### config.mk
export PLATFORM = sky130hd
export DESIGN_NAME = iaq_top
export DESIGN_NICKNAME = d
export VERILOG_FILES = /design/src/iaq_pkg.sv /design/src/iaq_top.sv /design/src/iaq_sync.sv /design/src/iaq_fifo.sv
export SDC_FILE = /design/constraint.sdc
export NUM_CORES = 1
export LEC_CHECK = 0
export ABC_AREA = 1
export BUFFER_PORTS_ARGS = -buffer_cell sky130_fd_sc_hd__buf_4
export CAP_MARGIN = 20
export CORE_UTILIZATION = 50
export DETAILED_ROUTE_END_ITERATION = 7
export HOLD_SLACK_MARGIN = 0.05
export PLACE_DENSITY = 0.76
export RECOVER_POWER = 100
export SLEW_MARGIN = 20
export SYNTH_ARGS = -nofsm -noshare
export SYNTH_HDL_FRONTEND = slang
export SYNTH_SLANG_ARGS = --single-unit
### constraint.sdc
create_clock -name CLK -period 2.2 [get_ports CLK]
set_input_delay 0.55 -clock CLK [delete_from_list [all_inputs] [get_ports CLK]]
set_output_delay 0.55 -clock CLK [all_outputs]
set_load 0.01 [all_outputs]
### src/iaq_pkg.sv
// Package for the addressing and command queue block: register map,
// field positions, reset values and sequencer states.
// Assumes a 16-bit register port with byte addresses on a 32-bit bus.
package iaq_pkg;
   localparam logic [31:0] CON_ADDR = 32'h5000_1300;
   localparam logic [31:0] TAR_ADDR = 32'h5000_1304;
   localparam logic [31:0] SAR_ADDR = 32'h5000_1308;
   localparam logic [31:0] CMD_ADDR = 32'h5000_1310;
   localparam logic [31:0] RAW_ADDR = 32'h5000_1334;
   localparam logic [31:0] CLR_RDREQ_ADDR = 32'h5000_1350;
   localparam logic [31:0] CLR_ABORT_ADDR = 32'h5000_1354;
   localparam logic [31:0] ENA_ADDR = 32'h5000_136C;
   localparam logic [31:0] STAT_ADDR = 32'h5000_1370;
   localparam int TAR_SPECIAL_BIT = 11;
   localparam int TAR_SEL_BIT = 10;
   localparam int CMD_RESTART_BIT = 10;
   localparam int CMD_STOP_BIT = 9;
   localparam int CMD_READ_BIT = 8;
   localparam int CON_SLVDIS_BIT = 6;
   localparam int CON_RESTART_BIT = 5;
   localparam int CON_TENM_BIT = 4;
   localparam int CON_TENS_BIT = 3;
   localparam int CON_MASTER_BIT = 0;
   localparam int RAW_ABORT_BIT = 6;
   localparam int RAW_RDREQ_BIT = 5;
   localparam logic [11:0] TAR_RST = 12'h055;
   localparam logic [9:0] SAR_RST = 10'h055;
   localparam logic [6:0] CON_RST = 7'h7D;
   localparam int CMD_W = 11;
   localparam int FIFO_AW = 2;
   typedef enum logic [1:0] {
      ST_IDLE = 2'h0,
      ST_ISSUE = 2'h1,
      ST_STALL = 2'h3
   } iaq_state_t;
endpackage : iaq_pkg

### src/iaq_top.sv
// Addressing and per-byte command queue of a two-wire bus controller.
// Assumes a byte engine on the same clock that executes one command at
// a time and pulses CMD_DONE; SCL is open drain and outside the domain.
// Notes on behaviour
// - Special bit set: bit 10 picks broadcast/startbyte
// - After broadcast, read command raises transmit abort
// - Broadcast mode lasts until special bit cleared or bit 10 set
// - Ten-bit target address, reset value 0x55
// - Broadcast ignores stored target address bits
// - Master never reads from itself; simplex loopback only
// - Own address 0x55; 7-bit mode compares 6:0
// - Own address writable only while controller disabled
// - Restart bit: restart, or stop+start if disabled
// - Direction change alone triggers restart or stop+start
// - Stop bit: stop, then start if queue nonempty
// - No stop, queue nonempty: continue transfer
// - No stop, queue empty: hold SCL low
// - Bit 8 is master direction, ignored as slave
// - Slave transmitter sends low byte of command
// - Special bit clear: address stored target normally
// - Restarts only when repeated-start permit set
// - Read after slave read request aborts, discarded
`timescale 1ns/1ps
`default_nettype none
module iaq_top (
   // Clock and reset
   input wire logic CLK,
   input wire logic RST_N,
   // Register port
   input wire logic [31:0] ADDR,
   input wire logic [15:0] WDATA,
   input wire logic WR,
   input wire logic RD,
   output logic [15:0] RDATA,
   // Clock line of the bus
   input wire logic SCL_I,
   output logic SCL_O,
   output logic SCL_OE,
   // Command to the byte engine
   output logic CMD_VALID,
   output logic CMD_START,
   output logic CMD_RESTART,
   output logic CMD_STOP_START,
   output logic CMD_STOP,
   output logic CMD_READ,
   output logic CMD_GCALL,
   output logic CMD_SBYTE,
   output logic [9:0] CMD_TARGET,
   output logic [7:0] CMD_DATA,
   input wire logic CMD_DONE,
   // Slave side
   input wire logic [9:0] SLV_ADDR,
   output logic SLV_MATCH,
   input wire logic SLV_RD_REQ,
   input wire logic SLV_POP,
   input wire logic [7:0] RX_DATA
);
   logic [1:0] rst_ff;
   logic rst_n;
   logic scl_s;
   logic [6:0] con_ff, nxt_con;
   logic [11:0] tar_ff, nxt_tar;
   logic [9:0] sar_ff, nxt_sar;
   logic ena_ff, nxt_ena;
   logic abort_ff, nxt_abort;
   logic rdreq_ff, nxt_rdreq;
   logic [15:0] rdata_ff, nxt_rdata;
   logic match_ff;
   iaq_pkg::iaq_state_t st_ff, nxt_st;
   logic active_ff, nxt_active;
   logic dir_ff, nxt_dir;
   logic [iaq_pkg::CMD_W-1:0] cmd_ff, nxt_cmd;
   logic [4:0] flag_ff, nxt_flag;
   logic [iaq_pkg::CMD_W-1:0] q_out;
   logic q_valid, q_ready, q_in_ready, push;
   logic [iaq_pkg::FIFO_AW:0] q_level;
   logic master_en, slave_en, ren, gc_mode, cmd_wr, rd_cmd, bad_read;
   logic done, open_now, pop, turn;

   function automatic logic addr_eq(input logic [9:0] a,
                                    input logic [9:0] b,
                                    input logic ten);
      addr_eq = ten ? (a == b) : (a[6:0] == b[6:0]);
   endfunction : addr_eq

   // Reset is released through two flops so all logic leaves it together
   always_ff @(posedge CLK or negedge RST_N) begin
      if (!RST_N) begin
         rst_ff <= 2'h0;
      end else begin
         rst_ff <= {rst_ff[0], 1'b1};
      end
   end
   assign rst_n = rst_ff[1];

   iaq_sync u_scl_sync (
      .clk(CLK),
      .rst_n(rst_n),
      .d(SCL_I),
      .q(scl_s)
   );

   assign master_en = con_ff[iaq_pkg::CON_MASTER_BIT];
   assign slave_en = ~con_ff[iaq_pkg::CON_SLVDIS_BIT];
   assign ren = con_ff[iaq_pkg::CON_RESTART_BIT];
   // Mode is held by the special and select bits, so it ends when special is cleared or select is set
   assign gc_mode = tar_ff[iaq_pkg::TAR_SPECIAL_BIT]
                    & ~tar_ff[iaq_pkg::TAR_SEL_BIT];
   assign cmd_wr = WR && ADDR == iaq_pkg::CMD_ADDR;
   assign rd_cmd = WDATA[iaq_pkg::CMD_READ_BIT] & master_en;
   // A master read to its own slave address would need duplex loopback
   assign bad_read = rd_cmd & (gc_mode | rdreq_ff
                     | (slave_en & addr_eq(tar_ff[9:0], sar_ff,
                        con_ff[iaq_pkg::CON_TENS_BIT])));
   assign push = cmd_wr & ena_ff & ~bad_read;

   iaq_fifo u_queue (
      .clk(CLK),
      .rst_n(rst_n),
      .in_valid(push),
      .in_data({WDATA[10:9], rd_cmd, WDATA[7:0]}),
      .in_ready(q_in_ready),
      .out_valid(q_valid),
      .out_data(q_out),
      .out_ready(q_ready),
      .level(q_level)
   );

   // Registers and event flags
   always_comb begin
      nxt_con = con_ff;
      nxt_tar = tar_ff;
      nxt_sar = sar_ff;
      nxt_ena = ena_ff;
      nxt_abort = abort_ff;
      nxt_rdreq = rdreq_ff;
      nxt_rdata = 16'h0000;
      if (WR) begin
         unique case (ADDR)
            iaq_pkg::CON_ADDR: nxt_con = WDATA[6:0];
            iaq_pkg::TAR_ADDR: nxt_tar = WDATA[11:0];
            iaq_pkg::SAR_ADDR: begin
               if (!ena_ff) begin
                  nxt_sar = WDATA[9:0];
               end
            end
            iaq_pkg::ENA_ADDR: nxt_ena = WDATA[0];
            default: ;
         endcase
      end
      if (RD) begin
         unique case (ADDR)
            iaq_pkg::CON_ADDR: nxt_rdata = {9'h000, con_ff};
            iaq_pkg::TAR_ADDR: nxt_rdata = {4'h0, tar_ff};
            iaq_pkg::SAR_ADDR: nxt_rdata = {6'h00, sar_ff};
            iaq_pkg::CMD_ADDR: nxt_rdata = {8'h00, RX_DATA};
            iaq_pkg::RAW_ADDR: begin
               nxt_rdata[iaq_pkg::RAW_ABORT_BIT] = abort_ff;
               nxt_rdata[iaq_pkg::RAW_RDREQ_BIT] = rdreq_ff;
            end
            iaq_pkg::CLR_ABORT_ADDR: begin
               nxt_rdata = {15'h0000, abort_ff};
               nxt_abort = 1'b0;
            end
            iaq_pkg::CLR_RDREQ_ADDR: begin
               nxt_rdata = {15'h0000, rdreq_ff};
               nxt_rdreq = 1'b0;
            end
            iaq_pkg::ENA_ADDR: nxt_rdata = {15'h0000, ena_ff};
            iaq_pkg::STAT_ADDR: nxt_rdata = {10'h000, q_level, scl_s,
               st_ff == iaq_pkg::ST_STALL, active_ff};
            default: nxt_rdata = 16'h0000;
         endcase
      end
      // Set wins over a clear in the same cycle
      if (cmd_wr && bad_read) begin
         nxt_abort = 1'b1;
      end
      if (SLV_RD_REQ) begin
         nxt_rdreq = 1'b1;
      end
   end

   always_ff @(posedge CLK or negedge rst_n) begin
      if (!rst_n) begin
         con_ff <= iaq_pkg::CON_RST;
         tar_ff <= iaq_pkg::TAR_RST;
         sar_ff <= iaq_pkg::SAR_RST;
         ena_ff <= 1'b0;
         abort_ff <= 1'b0;
         rdreq_ff <= 1'b0;
         rdata_ff <= 16'h0000;
         match_ff <= 1'b0;
      end else begin
         con_ff <= nxt_con;
         tar_ff <= nxt_tar;
         sar_ff <= nxt_sar;
         ena_ff <= nxt_ena;
         abort_ff <= nxt_abort;
         rdreq_ff <= nxt_rdreq;
         rdata_ff <= nxt_rdata;
         match_ff <= slave_en & addr_eq(SLV_ADDR, sar_ff,
                     con_ff[iaq_pkg::CON_TENS_BIT]);
      end
   end

   // Sequencer
   assign done = (st_ff == iaq_pkg::ST_ISSUE) & CMD_DONE;
   assign open_now = done ? ~cmd_ff[iaq_pkg::CMD_STOP_BIT] : active_ff;
   assign pop = ena_ff & master_en & q_valid & (done
                | st_ff == iaq_pkg::ST_IDLE | st_ff == iaq_pkg::ST_STALL);
   // Slave transmitter drains the queue byte by byte
   assign q_ready = pop | (~master_en & SLV_POP);
   assign turn = q_out[iaq_pkg::CMD_RESTART_BIT]
                 | (q_out[iaq_pkg::CMD_READ_BIT] != dir_ff);

   always_comb begin
      nxt_st = st_ff;
      nxt_active = active_ff;
      nxt_dir = dir_ff;
      nxt_cmd = cmd_ff;
      nxt_flag = flag_ff;
      if (pop) begin
         nxt_st = iaq_pkg::ST_ISSUE;
         nxt_active = 1'b1;
         nxt_dir = q_out[iaq_pkg::CMD_READ_BIT];
         nxt_cmd = q_out;
         // Start after stop, else restart or stop+start on a turn
         nxt_flag[0] = ~open_now;
         nxt_flag[1] = open_now & turn & ren;
         nxt_flag[2] = open_now & turn & ~ren;
         nxt_flag[3] = gc_mode;
         nxt_flag[4] = tar_ff[iaq_pkg::TAR_SPECIAL_BIT]
                       & tar_ff[iaq_pkg::TAR_SEL_BIT];
      end else begin
         unique case (st_ff)
            iaq_pkg::ST_IDLE: ;
            iaq_pkg::ST_ISSUE: begin
               if (CMD_DONE) begin
                  nxt_active = open_now;
                  // Open transfer with nothing queued stalls the bus
                  nxt_st = open_now ? iaq_pkg::ST_STALL
                           : iaq_pkg::ST_IDLE;
               end
            end
            iaq_pkg::ST_STALL: begin
               if (!ena_ff) begin
                  nxt_st = iaq_pkg::ST_IDLE;
                  nxt_active = 1'b0;
               end
            end
            default: nxt_st = iaq_pkg::ST_IDLE;
         endcase
         // Slave pop hands the head byte to the slave engine on CMD_DATA
         if (!master_en && SLV_POP && q_valid) begin
            nxt_cmd = q_out;
         end
      end
   end

   always_ff @(posedge CLK or negedge rst_n) begin
      if (!rst_n) begin
         st_ff <= iaq_pkg::ST_IDLE;
         active_ff <= 1'b0;
         dir_ff <= 1'b0;
         cmd_ff <= '0;
         flag_ff <= 5'h00;
      end else begin
         st_ff <= nxt_st;
         active_ff <= nxt_active;
         dir_ff <= nxt_dir;
         cmd_ff <= nxt_cmd;
         flag_ff <= nxt_flag;
      end
   end

   assign RDATA = rdata_ff;
   assign SCL_O = 1'b0;
   assign SCL_OE = (st_ff == iaq_pkg::ST_STALL);
   assign CMD_VALID = (st_ff == iaq_pkg::ST_ISSUE);
   assign CMD_START = flag_ff[0];
   assign CMD_RESTART = flag_ff[1];
   assign CMD_STOP_START = flag_ff[2];
   assign CMD_GCALL = flag_ff[3];
   assign CMD_SBYTE = flag_ff[4];
   assign CMD_STOP = cmd_ff[iaq_pkg::CMD_STOP_BIT];
   assign CMD_READ = cmd_ff[iaq_pkg::CMD_READ_BIT];
   assign CMD_DATA = cmd_ff[7:0];
   // Broadcast leaves the stored address out entirely
   assign CMD_TARGET = flag_ff[3] ? 10'h000 : tar_ff[9:0];
   assign SLV_MATCH = match_ff;
endmodule : iaq_top
`default_nettype wire

### src/iaq_sync.sv
// Two-flop synchroniser for one level from outside the clock domain.
// Assumes the sampled line idles high, as an open-drain bus line does.
`timescale 1ns/1ps
`default_nettype none
module iaq_sync (
   // Clock and reset
   input wire logic clk,
   input wire logic rst_n,
   // Level in and out
   input wire logic d,
   output logic q
);
   logic meta_ff;
   logic sync_ff;

   always_ff @(posedge clk or negedge rst_n) begin
      if (!rst_n) begin
         meta_ff <= 1'b1;
         sync_ff <= 1'b1;
      end else begin
         meta_ff <= d;
         sync_ff <= meta_ff;
      end
   end

   assign q = sync_ff;
endmodule : iaq_sync
`default_nettype wire

### src/iaq_fifo.sv
// Small command queue held in flip-flops, valid/ready on both sides.
// Assumes one clock; push and pop in one cycle are both allowed.
`timescale 1ns/1ps
`default_nettype none
module iaq_fifo (
   // Clock and reset
   input wire logic clk,
   input wire logic rst_n,
   // Fill side
   input wire logic in_valid,
   input wire logic [iaq_pkg::CMD_W-1:0] in_data,
   output logic in_ready,
   // Drain side
   output logic out_valid,
   output logic [iaq_pkg::CMD_W-1:0] out_data,
   input wire logic out_ready,
   // Fill level
   output logic [iaq_pkg::FIFO_AW:0] level
);
   localparam int DEPTH = 1 << iaq_pkg::FIFO_AW;
   logic [iaq_pkg::CMD_W-1:0] mem_ff [DEPTH];
   logic [iaq_pkg::FIFO_AW-1:0] wr_ff, nxt_wr, rd_ff, nxt_rd;
   logic [iaq_pkg::FIFO_AW:0] cnt_ff, nxt_cnt;
   logic push, pop;

   assign in_ready = (cnt_ff != DEPTH[iaq_pkg::FIFO_AW:0]);
   assign out_valid = (cnt_ff != '0);
   assign out_data = mem_ff[rd_ff];
   assign level = cnt_ff;
   assign push = in_valid & in_ready;
   assign pop = out_valid & out_ready;

   always_comb begin
      nxt_wr = push ? wr_ff + 1'b1 : wr_ff;
      nxt_rd = pop ? rd_ff + 1'b1 : rd_ff;
      nxt_cnt = cnt_ff + {{iaq_pkg::FIFO_AW{1'b0}}, push}
                - {{iaq_pkg::FIFO_AW{1'b0}}, pop};
   end

   always_ff @(posedge clk or negedge rst_n) begin
      if (!rst_n) begin
         wr_ff <= '0;
         rd_ff <= '0;
         cnt_ff <= '0;
      end else begin
         wr_ff <= nxt_wr;
         rd_ff <= nxt_rd;
         cnt_ff <= nxt_cnt;
      end
   end

   for (genvar i = 0; i < DEPTH; i++) begin : g_slot
      always_ff @(posedge clk) begin
         if (push && wr_ff == (iaq_pkg::FIFO_AW)'(i)) begin
            mem_ff[i] <= in_data;
         end
      end
   end
endmodule : iaq_fifo
`default_nettype wire

==> flow_summary.yaml <==
synth:
  ys.warnings.count: 0
  synthFlopType: "dfrtp_1"
  synth_area_leaders: "dfrtp_1 25%, edfxtp_1 22%, nand2_1 10%"
  synth_edf_count: 44
  netlist_instances: 693
  yosys.area.top_type_share_pct: 24.7
  post_synth.cell_area_avg_um2: 8.63
  ys_ff_latch: 119
  syn_area_um2: 5980
  async_flop_share_pct: 63.0
  ys_seq_area_share_pct: 53.8
  yosys.area.top_type: "dfrtp_1"
  ys_types: 40
placement:
  io_buffer_count: 109
  place_congestion: 0.919
  dp_hpwl_um: 11200
  place_inst: 982
  place_ws_ns: -0.128
min_path:
  worstHoldPathType: "in -> reg"
sta:
  rsz0062_at_grt: "yes"
  period_share_pct: 104
  period_needed_ns: 2.28
  final-max-slew-violation-count: 74
  timing.fmax_mhz: 439
  setup_viol: 1
  fin_skew_ns: 0.00779
  finalHoldViolations: 0
  tightest_slew_ns: 1.83
  setup_slack_ns: -0.0776
  setup_tns_ns: -0.0776
  slew_headroom_pct: -21.9
die:
  start_util_pct: 52.0
  ioPinCount: 119
  die_area_um2: 12400
  rows: 39
  dieWidth_um: 111
  die_y_um: 111
  core_um2: 11500
routing:
  drt_iter0_markers: 390
  routed_wl_um: 15800
  drc: 10
  via_count: 5387
  ant_nets: 0
  wl_per_cell_um: 15.5
  drt_pass1_iterations: 7
  vias_per_cell: 5.26
finish:
  layout-drive-gt1-share_pct: 30.9
  area_growth_pct: 33.7
  finish.utilization_pct: 69.4
  fillers: 873
  multiInputGateArea_um2: 2340
  layout_common_cells: "157 x nand2_1, 153 x buf_4, 106 x nor2_1, 78 x inv_1, 58 x dfrtp_1"
  finalNonFillerCells: 1024
  register_area_um2: 3220
  n_antenna_cell: 0
  nNetsFinal: 949
  layout_commonest_cell: "nand2_1"
worst_setup_path:
  cp_top_family: "simple AND/OR/NAND/NOR gates"
  cp_max_fo: 2
  critPathBufInv: 2
  crit_path_max_incr_delay_ns: 0.54
  cpMaxStageDelayCell: "dfstp_2"
  cp_cell_sequence: "inv_2, nand2_2, nand2_2, nor2_2, nand2_1, nor2_2, nand2_1, nand2_1, nand2_2, nand2_4, inv_4, ha_4, fa_2, xnor2_2, xor2_1"
  cp_data_required_time_ns: 2.49
  rrSetupSlack_ns: -0.08
  crit_path_start_kind: "flip-flop"
  path_class: "reg -> reg"
  end_kind: "flip-flop"
  arrival_ns: 2.56
run_status:
  status: "finished, violations left"
  violations: "design-rule violations, max-capacitance violations, max-slew violations, negative setup slack"
global_route:
  grt_pass1_wl_um: 25000
  grt_pass1_vias: 5231
  grt_overflow_total: 0
  grt_start_max_net_pins: 74
  antenna_found_initial: 0
  grt_usage_pct: 26.2
clock_network:
  cts_buffers: 17
  clkSinkCount: 119
  cts-root-buf: "clkbuf_16"
  clkLatencyLatePin_ns: 0.41
  path_clk_slew_ns: 0.06
  cts_tree: "yes"
  htree_levels: 4
  clk_path_buf_depth: 2
power_and_ir_drop:
  power_mw: 6.54
  p_per_area_nw_per_um2: 817
  p_leak_nw: 3.73
  ir_drop_mv: 0.493
run:
  drv_cap: 1
==> cells in the mapped netlist (4+ instances only) <==
cell type,count
nand2_2,4
xnor2_1,7
nor3_1,4
edfxtp_1,44
a21oi_1,6
dfrtp_1,59
dfstp_2,16
nand2_1,163
clkbuf_1,8
nor2_2,4
inv_1,82
ha_1,6
nand3_1,48
buf_4,5
nand4_1,7
o21ai_1,6
buf_6,10
xor2_1,5
a31oi_1,10
o21ai_2,16
nor2_4,5
nor2_1,112
o21ai_0,40
==> layout make-up <==
class                      count  share of cell area (%)
multi-input combinational    466                    29.2
clock buffer                  19                    5.66
timing repair buffer         178                    16.9
tap                          143                    2.24
inverter                      86                    4.08
sequential                   119                    40.3
clock inverter                13                    1.61
==> stage by stage <==
stage | hold WS [ns] | cell area, um^2
3_5_place_dp | 0.319 | 7290
3_3_place_gp | 0.316 | 7290
5_1_grt | 0.231 | 8000
6_report | 0.244 | 8000
2_1_floorplan | 0.254 | 6010
4_1_cts | 0.233 | 7920
==> registers in the layout (all words and copies together), names as in the netlist <==
signal,count
u_queue.rd_ff,2
u_scl_sync.q,1
u_scl_sync.meta_ff,1
ena_ff,1
rst_ff,2
flag_ff,5
con_ff,7
st_ff,2
abort_ff,1
dir_ff,1
tar_ff,12
u_queue.level,3
u_queue.mem_ff,44
rdreq_ff,1
SLV_MATCH,1
RDATA,12
cmd_ff,10
sar_ff,10
active_ff,1
u_queue.wr_ff,2
==> metal layers <==
layer	track usage, %	part of all wire, %	vias up
met5	0	0	-
met4	13.5	3.7	0
met3	4.90	6.2	46
met2	45.5	51	233
met1	31.1	39	2539
li1	-	-	2569
==> kinds of logic after synthesis <==
| logic type | Yosys count | share of synthesized area [%] |
|---|---|---|
| adders and majority gates | 7 | 1.59 |
| other | 2 | 0.126 |
| and+or+nand+nor | 356 | 25.5 |
| buffers and inverters | 112 | 8.70 |
| xor gates and xnor gates | 12 | 1.76 |
| AOI/OAI and AO/OA | 85 | 8.57 |
| DFF | 119 | 53.8 |
==> timing repair <==
item                                    CTS  global route
setup buffers                             2             4
hold buffers                              1             0
gates cloned                              0             4
resized for setup                         7            34
hold endpoints to repair                  2             0
pin swaps                                 7            11
endpoints found under the setup margin    1            46
==> path summary, 6_finish.rpt <==
| kind | from | to | depth (start not counted) |
|---|---|---|---|
| max | tar_ff[2] | u_queue.level[2] | 15 |
| min | SCL_I | u_scl_sync.meta_ff | 1 |
| max reg2reg | tar_ff[2] | u_queue.level[2] | 15 |
| min reg2reg | rst_ff[0] | rst_ff[1] | 0 |
| max in group asynchronous | rst_ff[1] | RDATA[0] | 1 |
| min in group asynchronous | RST_N | rst_ff[0] | 2 |
==> power breakdown <==
| part | switching, mW | internal (mW) |
|---|---|---|
| combinational | 0.691 | 0.527 |
| sequential | 0.151 | 2.46 |
| clock | 0.997 | 1.71 |
Power figures use the tool's default switching activity.
